<file path="config.mk">
export PLATFORM = sky130hd
export DESIGN_NAME = adcc_core
export DESIGN_NICKNAME = d
export VERILOG_FILES = /design/src/design/adcc_pkg.sv /design/src/design/adcc_core.sv
export SDC_FILE = /design/constraint.sdc
export NUM_CORES = 1
export LEC_CHECK = 0
export BUFFER_PORTS_ARGS = -buffer_cell sky130_fd_sc_hd__buf_2
export CAP_MARGIN = 20
export CORE_ASPECT_RATIO = 1.5
export CORE_MARGIN = 2
export CORE_UTILIZATION = 52
export CTS_BUF_LIST = sky130_fd_sc_hd__clkbuf_16
export CTS_CLUSTER_DIAMETER = 200
export DETAILED_ROUTE_END_ITERATION = 12
export GPL_ROUTABILITY_DRIVEN = 0
export PLACE_DENSITY = 0.8
export REMOVE_ABC_BUFFERS = 1
export SLEW_MARGIN = 40
export SYNTH_ARGS = -nofsm -noshare
export SYNTH_HDL_FRONTEND = slang
export SYNTH_SLANG_ARGS = --single-unit
export TNS_END_PERCENT = 20
</file>
<file path="constraint.sdc">
create_clock -name clk -period 2.9 [get_ports clk]
set_input_delay 0.145 -clock clk [delete_from_list [all_inputs] [get_ports clk]]
set_output_delay 0.145 -clock clk [all_outputs]
set_load 0.03 [all_outputs]
</file>
<file path="src/design/adcc_pkg.sv">
// constants and carrier types of the converter command interpreter
package adcc_pkg;
   localparam int        REG_COUNT = 11;
   localparam logic [3:0] ADDR_LAST = 4'ha;
   localparam logic [3:0] A_STATUS  = 4'h0;
   localparam logic [3:0] A_ADCON   = 4'h2;
   localparam logic [3:0] A_DRATE   = 4'h3;
   localparam logic [3:0] A_OFC0    = 4'h5;
   localparam logic [3:0] A_FSC0    = 4'h8;
   localparam logic [7:0] RST_STATUS = 8'h01;
   localparam logic [7:0] RST_MUX    = 8'h01;
   localparam logic [7:0] RST_ADCON  = 8'h20;
   localparam logic [7:0] RST_DRATE  = 8'hf0;
   localparam logic [7:0] RST_IO     = 8'he0;
   localparam logic [7:0] RST_CORR   = 8'h00;
   localparam logic [7:0] ADCON_CLK_MASK = 8'h60;
   localparam int B_ORDER = 3;
   localparam int B_AUTO_CAL_ENABLE  = 2;
   localparam int B_INPUT_BUFFER_ENABLE = 1;
   localparam logic [7:0] OP_WAKE0  = 8'h00;
   localparam logic [7:0] OP_RDATA  = 8'h01;
   localparam logic [7:0] OP_STREAM = 8'h03;
   localparam logic [7:0] OP_STOP   = 8'h0f;
   localparam logic [3:0] OP_REGISTER_BURST_READ   = 4'h1;
   localparam logic [3:0] OP_REGISTER_BURST_WRITE   = 4'h5;
   localparam logic [7:0] OP_CAL_LO = 8'hf0;
   localparam logic [7:0] OP_CAL_HI = 8'hf4;
   localparam logic [7:0] OP_SYNC   = 8'hfc;
   localparam logic [7:0] OP_STBY   = 8'hfd;
   localparam logic [7:0] OP_RESET  = 8'hfe;
   localparam logic [7:0] OP_WAKE1  = 8'hff;
   localparam logic [2:0] CAL_BOTH  = 3'h0;
   localparam logic [2:0] CAL_OFF   = 3'h1;
   localparam logic [2:0] CAL_GAIN  = 3'h2;
   localparam logic [2:0] CAL_SOFF  = 3'h3;
   localparam logic [2:0] CAL_SGAIN = 3'h4;
   localparam int RES_W = 24;
   localparam logic [23:0] RES_MAX = 24'h7fffff;
   localparam logic [23:0] RES_MIN = 24'h800000;

   typedef struct packed {
      logic       bit_order;
      logic       auto_cal_enable;
      logic       input_buffer_enable;
      logic [2:0] gain_select;
      logic [7:0] rate_select;
   } adcc_cfg_t;

   typedef struct packed {
      logic [23:0] offset_correction;
      logic [23:0] fullscale_correction;
   } adcc_corr_t;
endpackage

</file>
<file path="src/design/adcc_core.sv">
// serial command interpreter of a 24-bit delta-sigma converter
// Summary of operation
// - results leave as 24-bit two's complement words
// - out-of-range results clamp to 7fffff/800000
// - command and data bytes may follow back to back
// - 00h/ffh wake: finish sync, leave standby
// - 01h single read, 03h stream, 0fh stop
// - 1r/5r register read/write, second byte count
// - f0h..f4h launch the five calibrations
// - fch sync, fdh standby, feh restore defaults of registers 0-4, ADCON clock bits kept
// - bit-order setting controls returned bit sequence
// - order 0 msb first, 1 lsb first
// - ready rises after all 24 bits out
// - stream mode presents each new result unasked
// - stop or reset byte ends stream mode
// - register read bursts count plus one, wrapping
// - register write stores count plus one bytes
// - auto-cal on gain, rate or buffer change
// - combined cal updates offset and fullscale
// - offset cal leaves fullscale unchanged
// - ready high during calibration, low after
// - ready falls when a new result arrives
// - sample on falling, shift on rising edge
`timescale 1ns/1ns
module adcc_core #(
   parameter int         RAW_W   = 26,
   parameter logic [3:0] ID_BITS = 4'h5 // arbitrary value
) (
   input  wire logic             clk,
   input  wire logic             reset_n,
   input  wire logic             cs_n,
   input  wire logic             sclk,
   input  wire logic             din,
   output logic                  dout,
   output logic                  dout_oe,
   output logic                  conversion_ready_n,
   input  wire logic             result_valid,
   input  wire logic [RAW_W-1:0] result_raw,
   output logic                  cal_start,
   output logic [2:0]            cal_kind,
   input  wire logic             cal_done,
   input  wire adcc_pkg::adcc_corr_t cal_value,
   output logic                  sync_pulse,
   output logic                  standby,
   output adcc_pkg::adcc_cfg_t   cfg,
   output adcc_pkg::adcc_corr_t  corr
);
   if (RAW_W < adcc_pkg::RES_W) begin : g_chk
      $error("result_raw narrower than a result word");
   end

   typedef enum logic [2:0] {
      ST_CMD, ST_CNT, ST_WDATA, ST_RDATA, ST_RESULT, ST_CAL
   } adcc_state_t;

   function automatic logic [3:0] next_addr(input logic [3:0] a);
      next_addr = (a >= adcc_pkg::ADDR_LAST) ? 4'h0 : a + 4'h1;
   endfunction

   function automatic logic [23:0] sat(input logic [RAW_W-1:0] r);
      logic signed [RAW_W-1:0] s;
      s = signed'(r);
      if (s > signed'(RAW_W'(adcc_pkg::RES_MAX)))
         sat = adcc_pkg::RES_MAX;
      else if (s <= -signed'(RAW_W'(adcc_pkg::RES_MAX)) - 1)
         sat = adcc_pkg::RES_MIN;
      else
         sat = r[23:0];
   endfunction

   ////////////////////////////////////////////////////////////////////
   // pin synchronisers and edge detection
   logic [2:0] sclk_s_q;
   logic [1:0] cs_s_q;
   logic [1:0] din_s_q;
   logic       sclk_fall;
   logic       sclk_rise;
   always_ff @(posedge clk) begin
      if (!reset_n) begin
         sclk_s_q <= 3'h0;
         cs_s_q   <= 2'h3;
         din_s_q  <= 2'h0;
      end else begin
         sclk_s_q <= {sclk_s_q[1:0], sclk};
         cs_s_q   <= {cs_s_q[0], cs_n};
         din_s_q  <= {din_s_q[0], din};
      end
   end
   assign sclk_fall = sclk_s_q[2] & ~sclk_s_q[1] & ~cs_s_q[1];
   assign sclk_rise = ~sclk_s_q[2] & sclk_s_q[1] & ~cs_s_q[1];

   ////////////////////////////////////////////////////////////////////
   // command engine
   adcc_state_t st_q, st_d;
   logic [7:0]  regs_q [adcc_pkg::REG_COUNT];
   logic [7:0]  regs_d [adcc_pkg::REG_COUNT];
   logic [6:0]  rx_q, rx_d;
   logic [2:0]  bit_q, bit_d;
   logic [7:0]  tx_q, tx_d;
   logic        dout_q, dout_d;
   logic [3:0]  addr_q, addr_d;
   logic [3:0]  cnt_q, cnt_d;
   logic        wr_q, wr_d;
   logic        chg_q, chg_d;
   logic [1:0]  idx_q, idx_d;
   logic [23:0] res_q, res_d;
   logic        rdy_n_q, rdy_n_d;
   logic        stream_q, stream_d;
   logic        cal_q, cal_d;
   logic [2:0]  kind_q, kind_d;
   logic        pend_q, pend_d;
   logic        sync_q, sync_d;
   logic        stby_q, stby_d;
   logic        byte_done;
   logic [7:0]  rx_byte;
   logic [2:0]  out_bit;

   assign byte_done = sclk_fall && bit_q == 3'h7;
   assign rx_byte   = {rx_q, din_s_q[1]};
   // bit order applies within the byte only
   assign out_bit = regs_q[adcc_pkg::A_STATUS][adcc_pkg::B_ORDER]
                  ? bit_q : 3'h7 - bit_q;

   function automatic logic [7:0] rd_reg(input logic [3:0] a,
                                        input logic       rdy);
      if (a == adcc_pkg::A_STATUS)
         rd_reg = {ID_BITS, regs_q[0][3:1], rdy};
      else if (a > adcc_pkg::ADDR_LAST)
         rd_reg = 8'h00;
      else
         rd_reg = regs_q[a];
   endfunction

   always_comb begin
      st_d = st_q;
      regs_d = regs_q;
      rx_d = rx_q;
      bit_d = bit_q;
      tx_d = tx_q;
      dout_d = dout_q;
      addr_d = addr_q;
      cnt_d = cnt_q;
      wr_d = wr_q;
      chg_d = chg_q;
      idx_d = idx_q;
      res_d = res_q;
      rdy_n_d = rdy_n_q;
      stream_d = stream_q;
      cal_d = 1'b0;
      kind_d = kind_q;
      pend_d = pend_q;
      sync_d = 1'b0;
      stby_d = stby_q;
      if (result_valid && st_q != ST_CAL) begin
         res_d = sat(result_raw);
         rdy_n_d = 1'b0;
         if (stream_q && st_q == ST_CMD) begin
            st_d = ST_RESULT;
            idx_d = 2'h0;
            tx_d = res_d[23:16];
         end
      end
      if (sclk_rise)
         dout_d = tx_q[out_bit];
      if (sclk_fall) begin
         rx_d = rx_byte[6:0];
         bit_d = bit_q + 3'h1;
      end
      if (byte_done) begin
         case (st_q)
            ST_CMD: begin
               if (rx_byte == adcc_pkg::OP_WAKE0 ||
                   rx_byte == adcc_pkg::OP_WAKE1) begin
                  sync_d = pend_q;
                  pend_d = 1'b0;
                  stby_d = 1'b0;
               end else if (rx_byte == adcc_pkg::OP_RDATA) begin
                  st_d = ST_RESULT;
                  idx_d = 2'h0;
                  tx_d = res_q[23:16];
               end else if (rx_byte == adcc_pkg::OP_STREAM)
                  stream_d = 1'b1;
               else if (rx_byte == adcc_pkg::OP_STOP)
                  stream_d = 1'b0;
               else if (rx_byte[7:4] == adcc_pkg::OP_REGISTER_BURST_READ ||
                        rx_byte[7:4] == adcc_pkg::OP_REGISTER_BURST_WRITE) begin
                  st_d = ST_CNT;
                  wr_d = rx_byte[6];
                  addr_d = rx_byte[3:0];
                  chg_d = 1'b0;
               end else if (rx_byte >= adcc_pkg::OP_CAL_LO &&
                            rx_byte <= adcc_pkg::OP_CAL_HI) begin
                  st_d = ST_CAL;
                  cal_d = 1'b1;
                  kind_d = rx_byte[2:0];
                  rdy_n_d = 1'b1;
               end else if (rx_byte == adcc_pkg::OP_SYNC) begin
                  pend_d = 1'b1;
                  rdy_n_d = 1'b1;
               end else if (rx_byte == adcc_pkg::OP_STBY)
                  stby_d = 1'b1;
               else if (rx_byte == adcc_pkg::OP_RESET) begin
                  stream_d = 1'b0;
                  regs_d[0] = adcc_pkg::RST_STATUS;
                  regs_d[1] = adcc_pkg::RST_MUX;
                  regs_d[2] = (adcc_pkg::RST_ADCON
                              & ~adcc_pkg::ADCON_CLK_MASK)
                              | (regs_q[2] & adcc_pkg::ADCON_CLK_MASK);
                  regs_d[3] = adcc_pkg::RST_DRATE;
                  regs_d[4] = adcc_pkg::RST_IO;
               end
            end
            ST_CNT: begin
               cnt_d = rx_byte[3:0];
               st_d = wr_q ? ST_WDATA : ST_RDATA;
               tx_d = rd_reg(addr_q, rdy_n_q);
            end
            ST_RDATA: begin
               addr_d = next_addr(addr_q);
               tx_d = rd_reg(addr_d, rdy_n_q);
               cnt_d = cnt_q - 4'h1;
               if (cnt_q == 4'h0)
                  st_d = ST_CMD;
            end
            ST_WDATA: begin
               if (addr_q <= adcc_pkg::ADDR_LAST) begin
                  regs_d[addr_q] = rx_byte;
                  if ((addr_q == adcc_pkg::A_STATUS &&
                       rx_byte[adcc_pkg::B_INPUT_BUFFER_ENABLE] !=
                       regs_q[0][adcc_pkg::B_INPUT_BUFFER_ENABLE]) ||
                      (addr_q == adcc_pkg::A_ADCON &&
                       rx_byte[2:0] != regs_q[2][2:0]) ||
                      (addr_q == adcc_pkg::A_DRATE &&
                       rx_byte != regs_q[3]))
                     chg_d = 1'b1;
                  if (addr_q == adcc_pkg::A_STATUS)
                     regs_d[0][0] = regs_q[0][0];
               end
               addr_d = next_addr(addr_q);
               cnt_d = cnt_q - 4'h1;
               if (cnt_q == 4'h0) begin
                  st_d = ST_CMD;
                  if (chg_d && regs_d[0][adcc_pkg::B_AUTO_CAL_ENABLE]) begin
                     st_d = ST_CAL;
                     cal_d = 1'b1;
                     kind_d = adcc_pkg::CAL_BOTH;
                     rdy_n_d = 1'b1;
                  end
               end
            end
            ST_RESULT: begin
               idx_d = idx_q + 2'h1;
               tx_d = (idx_q == 2'h0) ? res_q[15:8] : res_q[7:0];
               if (idx_q == 2'h2) begin
                  rdy_n_d = 1'b1;
                  st_d = ST_CMD;
               end
               if (stream_q && (rx_byte == adcc_pkg::OP_STOP ||
                                rx_byte == adcc_pkg::OP_RESET))
                  stream_d = 1'b0;
            end
            default: st_d = st_q;
         endcase
      end
      if (st_q == ST_CAL && cal_done) begin
         st_d = ST_CMD;
         rdy_n_d = 1'b0;
         if (kind_q != adcc_pkg::CAL_GAIN &&
             kind_q != adcc_pkg::CAL_SGAIN)
            for (int i = 0; i < 3; i++)
               regs_d[4'(int'(adcc_pkg::A_OFC0) + i)] =
                  cal_value.offset_correction[8*i +: 8];
         if (kind_q == adcc_pkg::CAL_BOTH ||
             kind_q == adcc_pkg::CAL_GAIN ||
             kind_q == adcc_pkg::CAL_SGAIN)
            for (int i = 0; i < 3; i++)
               regs_d[4'(int'(adcc_pkg::A_FSC0) + i)] =
                  cal_value.fullscale_correction[8*i +: 8];
      end
      // deselect resets the serial interface
      if (cs_s_q[1]) begin
         bit_d = 3'h0;
         if (st_q != ST_CAL)
            st_d = ST_CMD;
      end
   end

   always_ff @(posedge clk) begin
      if (!reset_n) begin
         st_q <= ST_CMD;
         regs_q <= '{adcc_pkg::RST_STATUS, adcc_pkg::RST_MUX,
                     adcc_pkg::RST_ADCON, adcc_pkg::RST_DRATE,
                     adcc_pkg::RST_IO, adcc_pkg::RST_CORR,
                     adcc_pkg::RST_CORR, adcc_pkg::RST_CORR,
                     adcc_pkg::RST_CORR, adcc_pkg::RST_CORR,
                     adcc_pkg::RST_CORR};
         rx_q <= 7'h0;
         bit_q <= 3'h0;
         tx_q <= 8'h0;
         dout_q <= 1'b0;
         addr_q <= 4'h0;
         cnt_q <= 4'h0;
         wr_q <= 1'b0;
         chg_q <= 1'b0;
         idx_q <= 2'h0;
         res_q <= 24'h0;
         rdy_n_q <= 1'b1;
         stream_q <= 1'b0;
         cal_q <= 1'b0;
         kind_q <= 3'h0;
         pend_q <= 1'b0;
         sync_q <= 1'b0;
         stby_q <= 1'b0;
      end else begin
         st_q <= st_d;
         regs_q <= regs_d;
         rx_q <= rx_d;
         bit_q <= bit_d;
         tx_q <= tx_d;
         dout_q <= dout_d;
         addr_q <= addr_d;
         cnt_q <= cnt_d;
         wr_q <= wr_d;
         chg_q <= chg_d;
         idx_q <= idx_d;
         res_q <= res_d;
         rdy_n_q <= rdy_n_d;
         stream_q <= stream_d;
         cal_q <= cal_d;
         kind_q <= kind_d;
         pend_q <= pend_d;
         sync_q <= sync_d;
         stby_q <= stby_d;
      end
   end

   assign dout = dout_q;
   assign dout_oe = ~cs_s_q[1] & (st_q == ST_RDATA || st_q == ST_RESULT);
   assign conversion_ready_n = rdy_n_q;
   assign cal_start = cal_q;
   assign cal_kind = kind_q;
   assign sync_pulse = sync_q;
   assign standby = stby_q;
   assign cfg = '{bit_order: regs_q[0][adcc_pkg::B_ORDER],
                  auto_cal_enable: regs_q[0][adcc_pkg::B_AUTO_CAL_ENABLE],
                  input_buffer_enable: regs_q[0][adcc_pkg::B_INPUT_BUFFER_ENABLE],
                  gain_select: regs_q[2][2:0],
                  rate_select: regs_q[3]};
   assign corr = '{offset_correction: {regs_q[7], regs_q[6], regs_q[5]},
                   fullscale_correction: {regs_q[10], regs_q[9],
                                          regs_q[8]}};

   ////////////////////////////////////////////////////////////////////
   // assertions
   property p_sat_pos;
      @(posedge clk) disable iff (!reset_n)
      result_valid && st_q != ST_CAL &&
      $signed(result_raw) > $signed(RAW_W'(adcc_pkg::RES_MAX))
      |=> res_q == adcc_pkg::RES_MAX;
   endproperty
   a_sat_pos: assert property (p_sat_pos)
      else $error("positive overrange not clamped");

   property p_rdy_fall;
      @(posedge clk) disable iff (!reset_n)
      result_valid && st_q != ST_CAL |=> !conversion_ready_n;
   endproperty
   a_rdy_fall: assert property (p_rdy_fall)
      else $error("ready did not fall on new result");

   property p_rdy_rise;
      @(posedge clk) disable iff (!reset_n)
      byte_done && st_q == ST_RESULT && idx_q == 2'h2 && !result_valid
      |=> conversion_ready_n && st_q == ST_CMD;
   endproperty
   a_rdy_rise: assert property (p_rdy_rise)
      else $error("ready not high after third byte");

   property p_cal_start;
      @(posedge clk) disable iff (!reset_n)
      byte_done && st_q == ST_CMD && rx_byte == adcc_pkg::OP_CAL_LO
      |=> cal_start && conversion_ready_n && cal_kind == 3'h0
          ##1 !cal_start;
   endproperty
   a_cal_start: assert property (p_cal_start)
      else $error("calibration launch wrong");

   property p_cal_keep_fs;
      @(posedge clk) disable iff (!reset_n)
      st_q == ST_CAL && cal_done && kind_q == adcc_pkg::CAL_OFF
      |=> corr.offset_correction == $past(cal_value.offset_correction)
          && $stable(corr.fullscale_correction);
   endproperty
   a_cal_keep_fs: assert property (p_cal_keep_fs)
      else $error("offset cal touched fullscale");

   property p_cal_both;
      @(posedge clk) disable iff (!reset_n)
      st_q == ST_CAL && cal_done && kind_q == adcc_pkg::CAL_BOTH
      |=> corr == $past(cal_value) && !conversion_ready_n;
   endproperty
   a_cal_both: assert property (p_cal_both)
      else $error("combined cal did not load both");

   property p_stream_stop;
      @(posedge clk) disable iff (!reset_n)
      byte_done && st_q == ST_RESULT && rx_byte == adcc_pkg::OP_STOP
      |=> !stream_q;
   endproperty
   a_stream_stop: assert property (p_stream_stop)
      else $error("stop byte did not end stream");

   property p_wrap;
      @(posedge clk) disable iff (!reset_n)
      byte_done && st_q == ST_RDATA && addr_q == adcc_pkg::ADDR_LAST
      |=> addr_q == 4'h0;
   endproperty
   a_wrap: assert property (p_wrap)
      else $error("read burst did not wrap");

   c_single: cover property (@(posedge clk) disable iff (!reset_n)
      st_q == ST_RESULT ##[1:1000] st_q == ST_CMD);
   c_cal: cover property (@(posedge clk) disable iff (!reset_n)
      cal_start ##[1:1000] cal_done);
   c_stream: cover property (@(posedge clk) disable iff (!reset_n)
      stream_q && result_valid);
endmodule

</file>
==> results.yml <==
final_layout:
  antennaDiodeCount: 0
  stdcell_area_um2: 11300
  nNetsFinal: 1371
  fill_cells: 1638
  area_growth_pct: 14.1
  drive_gt1_share_pct: 20.6
routing:
  drt_iter0_markers: 1057
  drc_errors: 0
  ant_nets: 0
  drt_pass1_iterations: 8
  met1_length_um: 11600
  num_vias: 10108
  wire_per_inst_um: 21.2
  wl_met2_um: 16300
  top_layer: "met4"
  wirelength_um: 32900
  routed_via_density: 6.52
  routed-wl-met3_um: 3040
timing:
  timing.final.crit_share_pct: 92.4
  slew_violations: 0
  grt_setup_unrepaired: "false"
  fmax_mhz: 373
  setup_viol: 0
  worst_pin_slew_ps: 745
  fin_skew_ps: 7.45
  slew_headroom_pct: 50.1
  report.final.hold_viol_count: 0
  fin_crit_ps: 2680
  finalSetupTns_ps: 0
yosys:
  synth_xor_area_share_pct: 1.41
  synth_edf_count: 0
  synth_compound_area_share_pct: 22.6
  yosys.area_share.simple_pct: 20.8
  synth-seq-cells: 162
  synth_fa_ha_area_share_pct: 1.13
  synth.area.top_cells: "dfxtp_1 (33%), mux2i_1 (6.6%), nor2_1 (5.3%), buf_4 (5.2%), nand2_1 (4.8%)"
  ys.flop_type: "dfxtp_1"
  synth_area_um2: 9940
  synthCells: 1217
  synth.area.mux_share_pct: 11.9
  avgSynthCellArea_um2: 8.17
  yosys.area.top_type: "dfxtp_1"
  synth_top_family_by_area: "compound AO/OA/AOI/OAI gates"
  synth.distinct_cells: 84
  ys_warn_count: 0
  synth-seq-area-share_pct: 32.6
  synth.top_cell.area_share_pct: 32.6
  async_flop_share_pct: 0
clock_tree:
  cts_root_buf: "clkbuf_16"
  post-cts-setup-buffers: 0
  cts_sinks: 162
  clock_latency_ps: 450
  cts_buffer_depth: 2
  cts_tree: "yes"
  cts_max_level: 4
  clkTransAtPathRegs_ps: 70
  cts_made_buffers: 17
setup_path:
  start_kind: "register"
  worst-path-max-fanout: 30
  endpoint_kind: "register"
  critPathKind: "reg -> reg"
  cp.required_ps: 3240
  critPathArrivalTime_ps: 3020
floorplan:
  die_w_um: 117
  die_h_um: 173
  ioPinCount: 152
  fp.dieArea_um2: 20300
  rows: 62
  initial_core_util_pct: 52.5
  core_um2: 18900
global_route:
  globalRouteOverflowTotal: 0
  grtUsageTotal_pct: 32.3
  grt_max_degree: 51
  grt_pass1_wl_um: 51000
  antenna_found_initial: 0
  grt_pass1_vias: 9541
flow_run:
  maxCapViolations: 0
placed_design:
  place_area_um2: 10400
  dp_hpwl_um: 23300
  portBuffers: 127
status:
  outcome: "finished clean"
hold_path:
  hold_class: "in -> reg"
power:
  power_density_nw_per_um2: 425
  ir_worst_vdd_mv: 0.396
  power.leakage_nw: 4.29
-- state kept, by name, indices dropped and copies added, names as in the netlist, 3 cells and up --
| register | count |
|---|---|
| sclk_s_q | 3 |
| res_q | 24 |
| addr_q | 4 |
| cal_kind | 3 |
| st_q | 3 |
| regs_q | 26 |
| tx_q | 8 |
| cnt_q | 4 |
| rx_q | 7 |
| bit_q | 3 |
| cfg | 14 |
| corr | 48 |
-- final cells by class --
cell class	instances	area [um2]	share of cell area [%]
multi-input combinational	879	5770	50.9
sequential	162	3250	28.6
timing repair buffer	210	1370	12.1
clock buffer	17	425	3.75
tap	256	320	2.82
clock inverter	15	166	1.47
inverter	11	41.3	0.364
-- through the flow --
step	std cells	total power [mW]	hold slack (ps)	setup slack, ps	utilization (%)
3_5_place_dp	1488	2.54	346	239	55.2
5_1_grt	1550	4.94	17.5	58.4	59.9
2_1_floorplan	1052	2.43	207	-1230	-
3_3_place_gp	1486	2.53	347	275	55.0
4_1_cts	1550	4.82	0.560	201	59.9
6_report	1550	4.83	5.64	221	59.9
-- logic make-up after synthesis --
kind of cell	Yosys count
buffers and inverters	176
multiplexers	96
AND/OR/NAND/NOR	436
adder cells (fa/ha/maj)	9
XOR/XNOR	16
AO/OA/AOI/OAI	322
flip-flops	162
-- report_power, final --
| part | internal (mW) | switching [mW] | total (mW) | leakage [nW] |
|---|---|---|---|---|
| Sequential | 2.26 | 0.0220 | 2.28 | 1.31 |
| Combinational | 0.108 | 0.144 | 0.252 | 2.69 |
| Clock | 1.34 | 0.951 | 2.29 | 0.286 |
-- layout by cell type (no fill, tap or decap), types with 5 or more instances in the layout --
cell	instances
xor2_1	10
nand3_1	54
ha_1	9
buf_4	49
nor2_1	140
a22oi_1	32
a221oi_1	7
buf_2	127
o211ai_1	17
nand2b_1	12
o311ai_0	5
nand2_1	128
o31a_1	7
nor3_1	19
a32oi_1	14
o2bb2ai_1	14
dlygate4sd3_1	30
nor2b_1	9
a21oi_1	80
o22ai_1	16
mux4_2	16
clkbuf_16	17
mux2i_1	66
mux2_2	14
and2_1	17
dfxtp_1	160
and3_1	9
inv_1	10
xnor2_1	6
o21a_1	6
o21ai_0	37
a31oi_1	11
a311oi_1	27
nor4_1	8
-- routing by layer --
metal,global-route usage [%],up-vias
met5,0,-
met4,18.3,0
met3,6.40,156
met2,54.4,672
met1,37.6,4764
li1,-,4516
-- cell usage after synthesis (7+ instances only) --
cell	n
nand2_1	128
mux2_2	14
clkbuf_1	61
a31oi_1	11
buf_4	69
a22oi_1	32
a21oi_1	80
o31a_1	7
mux2i_1	66
buf_1	8
o22ai_1	16
o21ai_0	38
xor2_1	10
ha_1	9
a311oi_1	27
and2_1	17
and3_1	9
mux4_2	16
o211ai_1	17
nand3_1	54
nor4_1	8
dfxtp_1	162
a221oi_1	7
inv_1	10
nor2b_1	10
a32oi_1	14
o2bb2ai_1	14
buf_2	27
nor2_1	140
nand2b_1	12
nor3_1	20
-- worst max-delay path, stage by stage, from the launching register on --
cell and delay, ps:
dfxtp_2 390, buf_4 290, o31ai_4 500, nand2_1 340
o2bb2ai_1 250, a32oi_1 330, a21oi_1 160, o31a_1 300
-- final timing paths --
kind	start	endpoint	slack (ps)	cells past startpoint
worst max register to register	addr_q[1]	tx_q[4]	220	7
worst min-delay path	cal_value[34]	corr[34]	6	3
worst max-delay path	addr_q[1]	tx_q[4]	220	7
worst min register to register	cs_s_q[0]	cs_s_q[1]	410	1
-- timing repair --
item                                    CTS  global route
hold buffers                             30             0
endpoints found under the setup margin    0             1
hold endpoints to repair                 30             0
resized for setup                         0             1
Note: power is estimated with default switching activity, not from simulation.
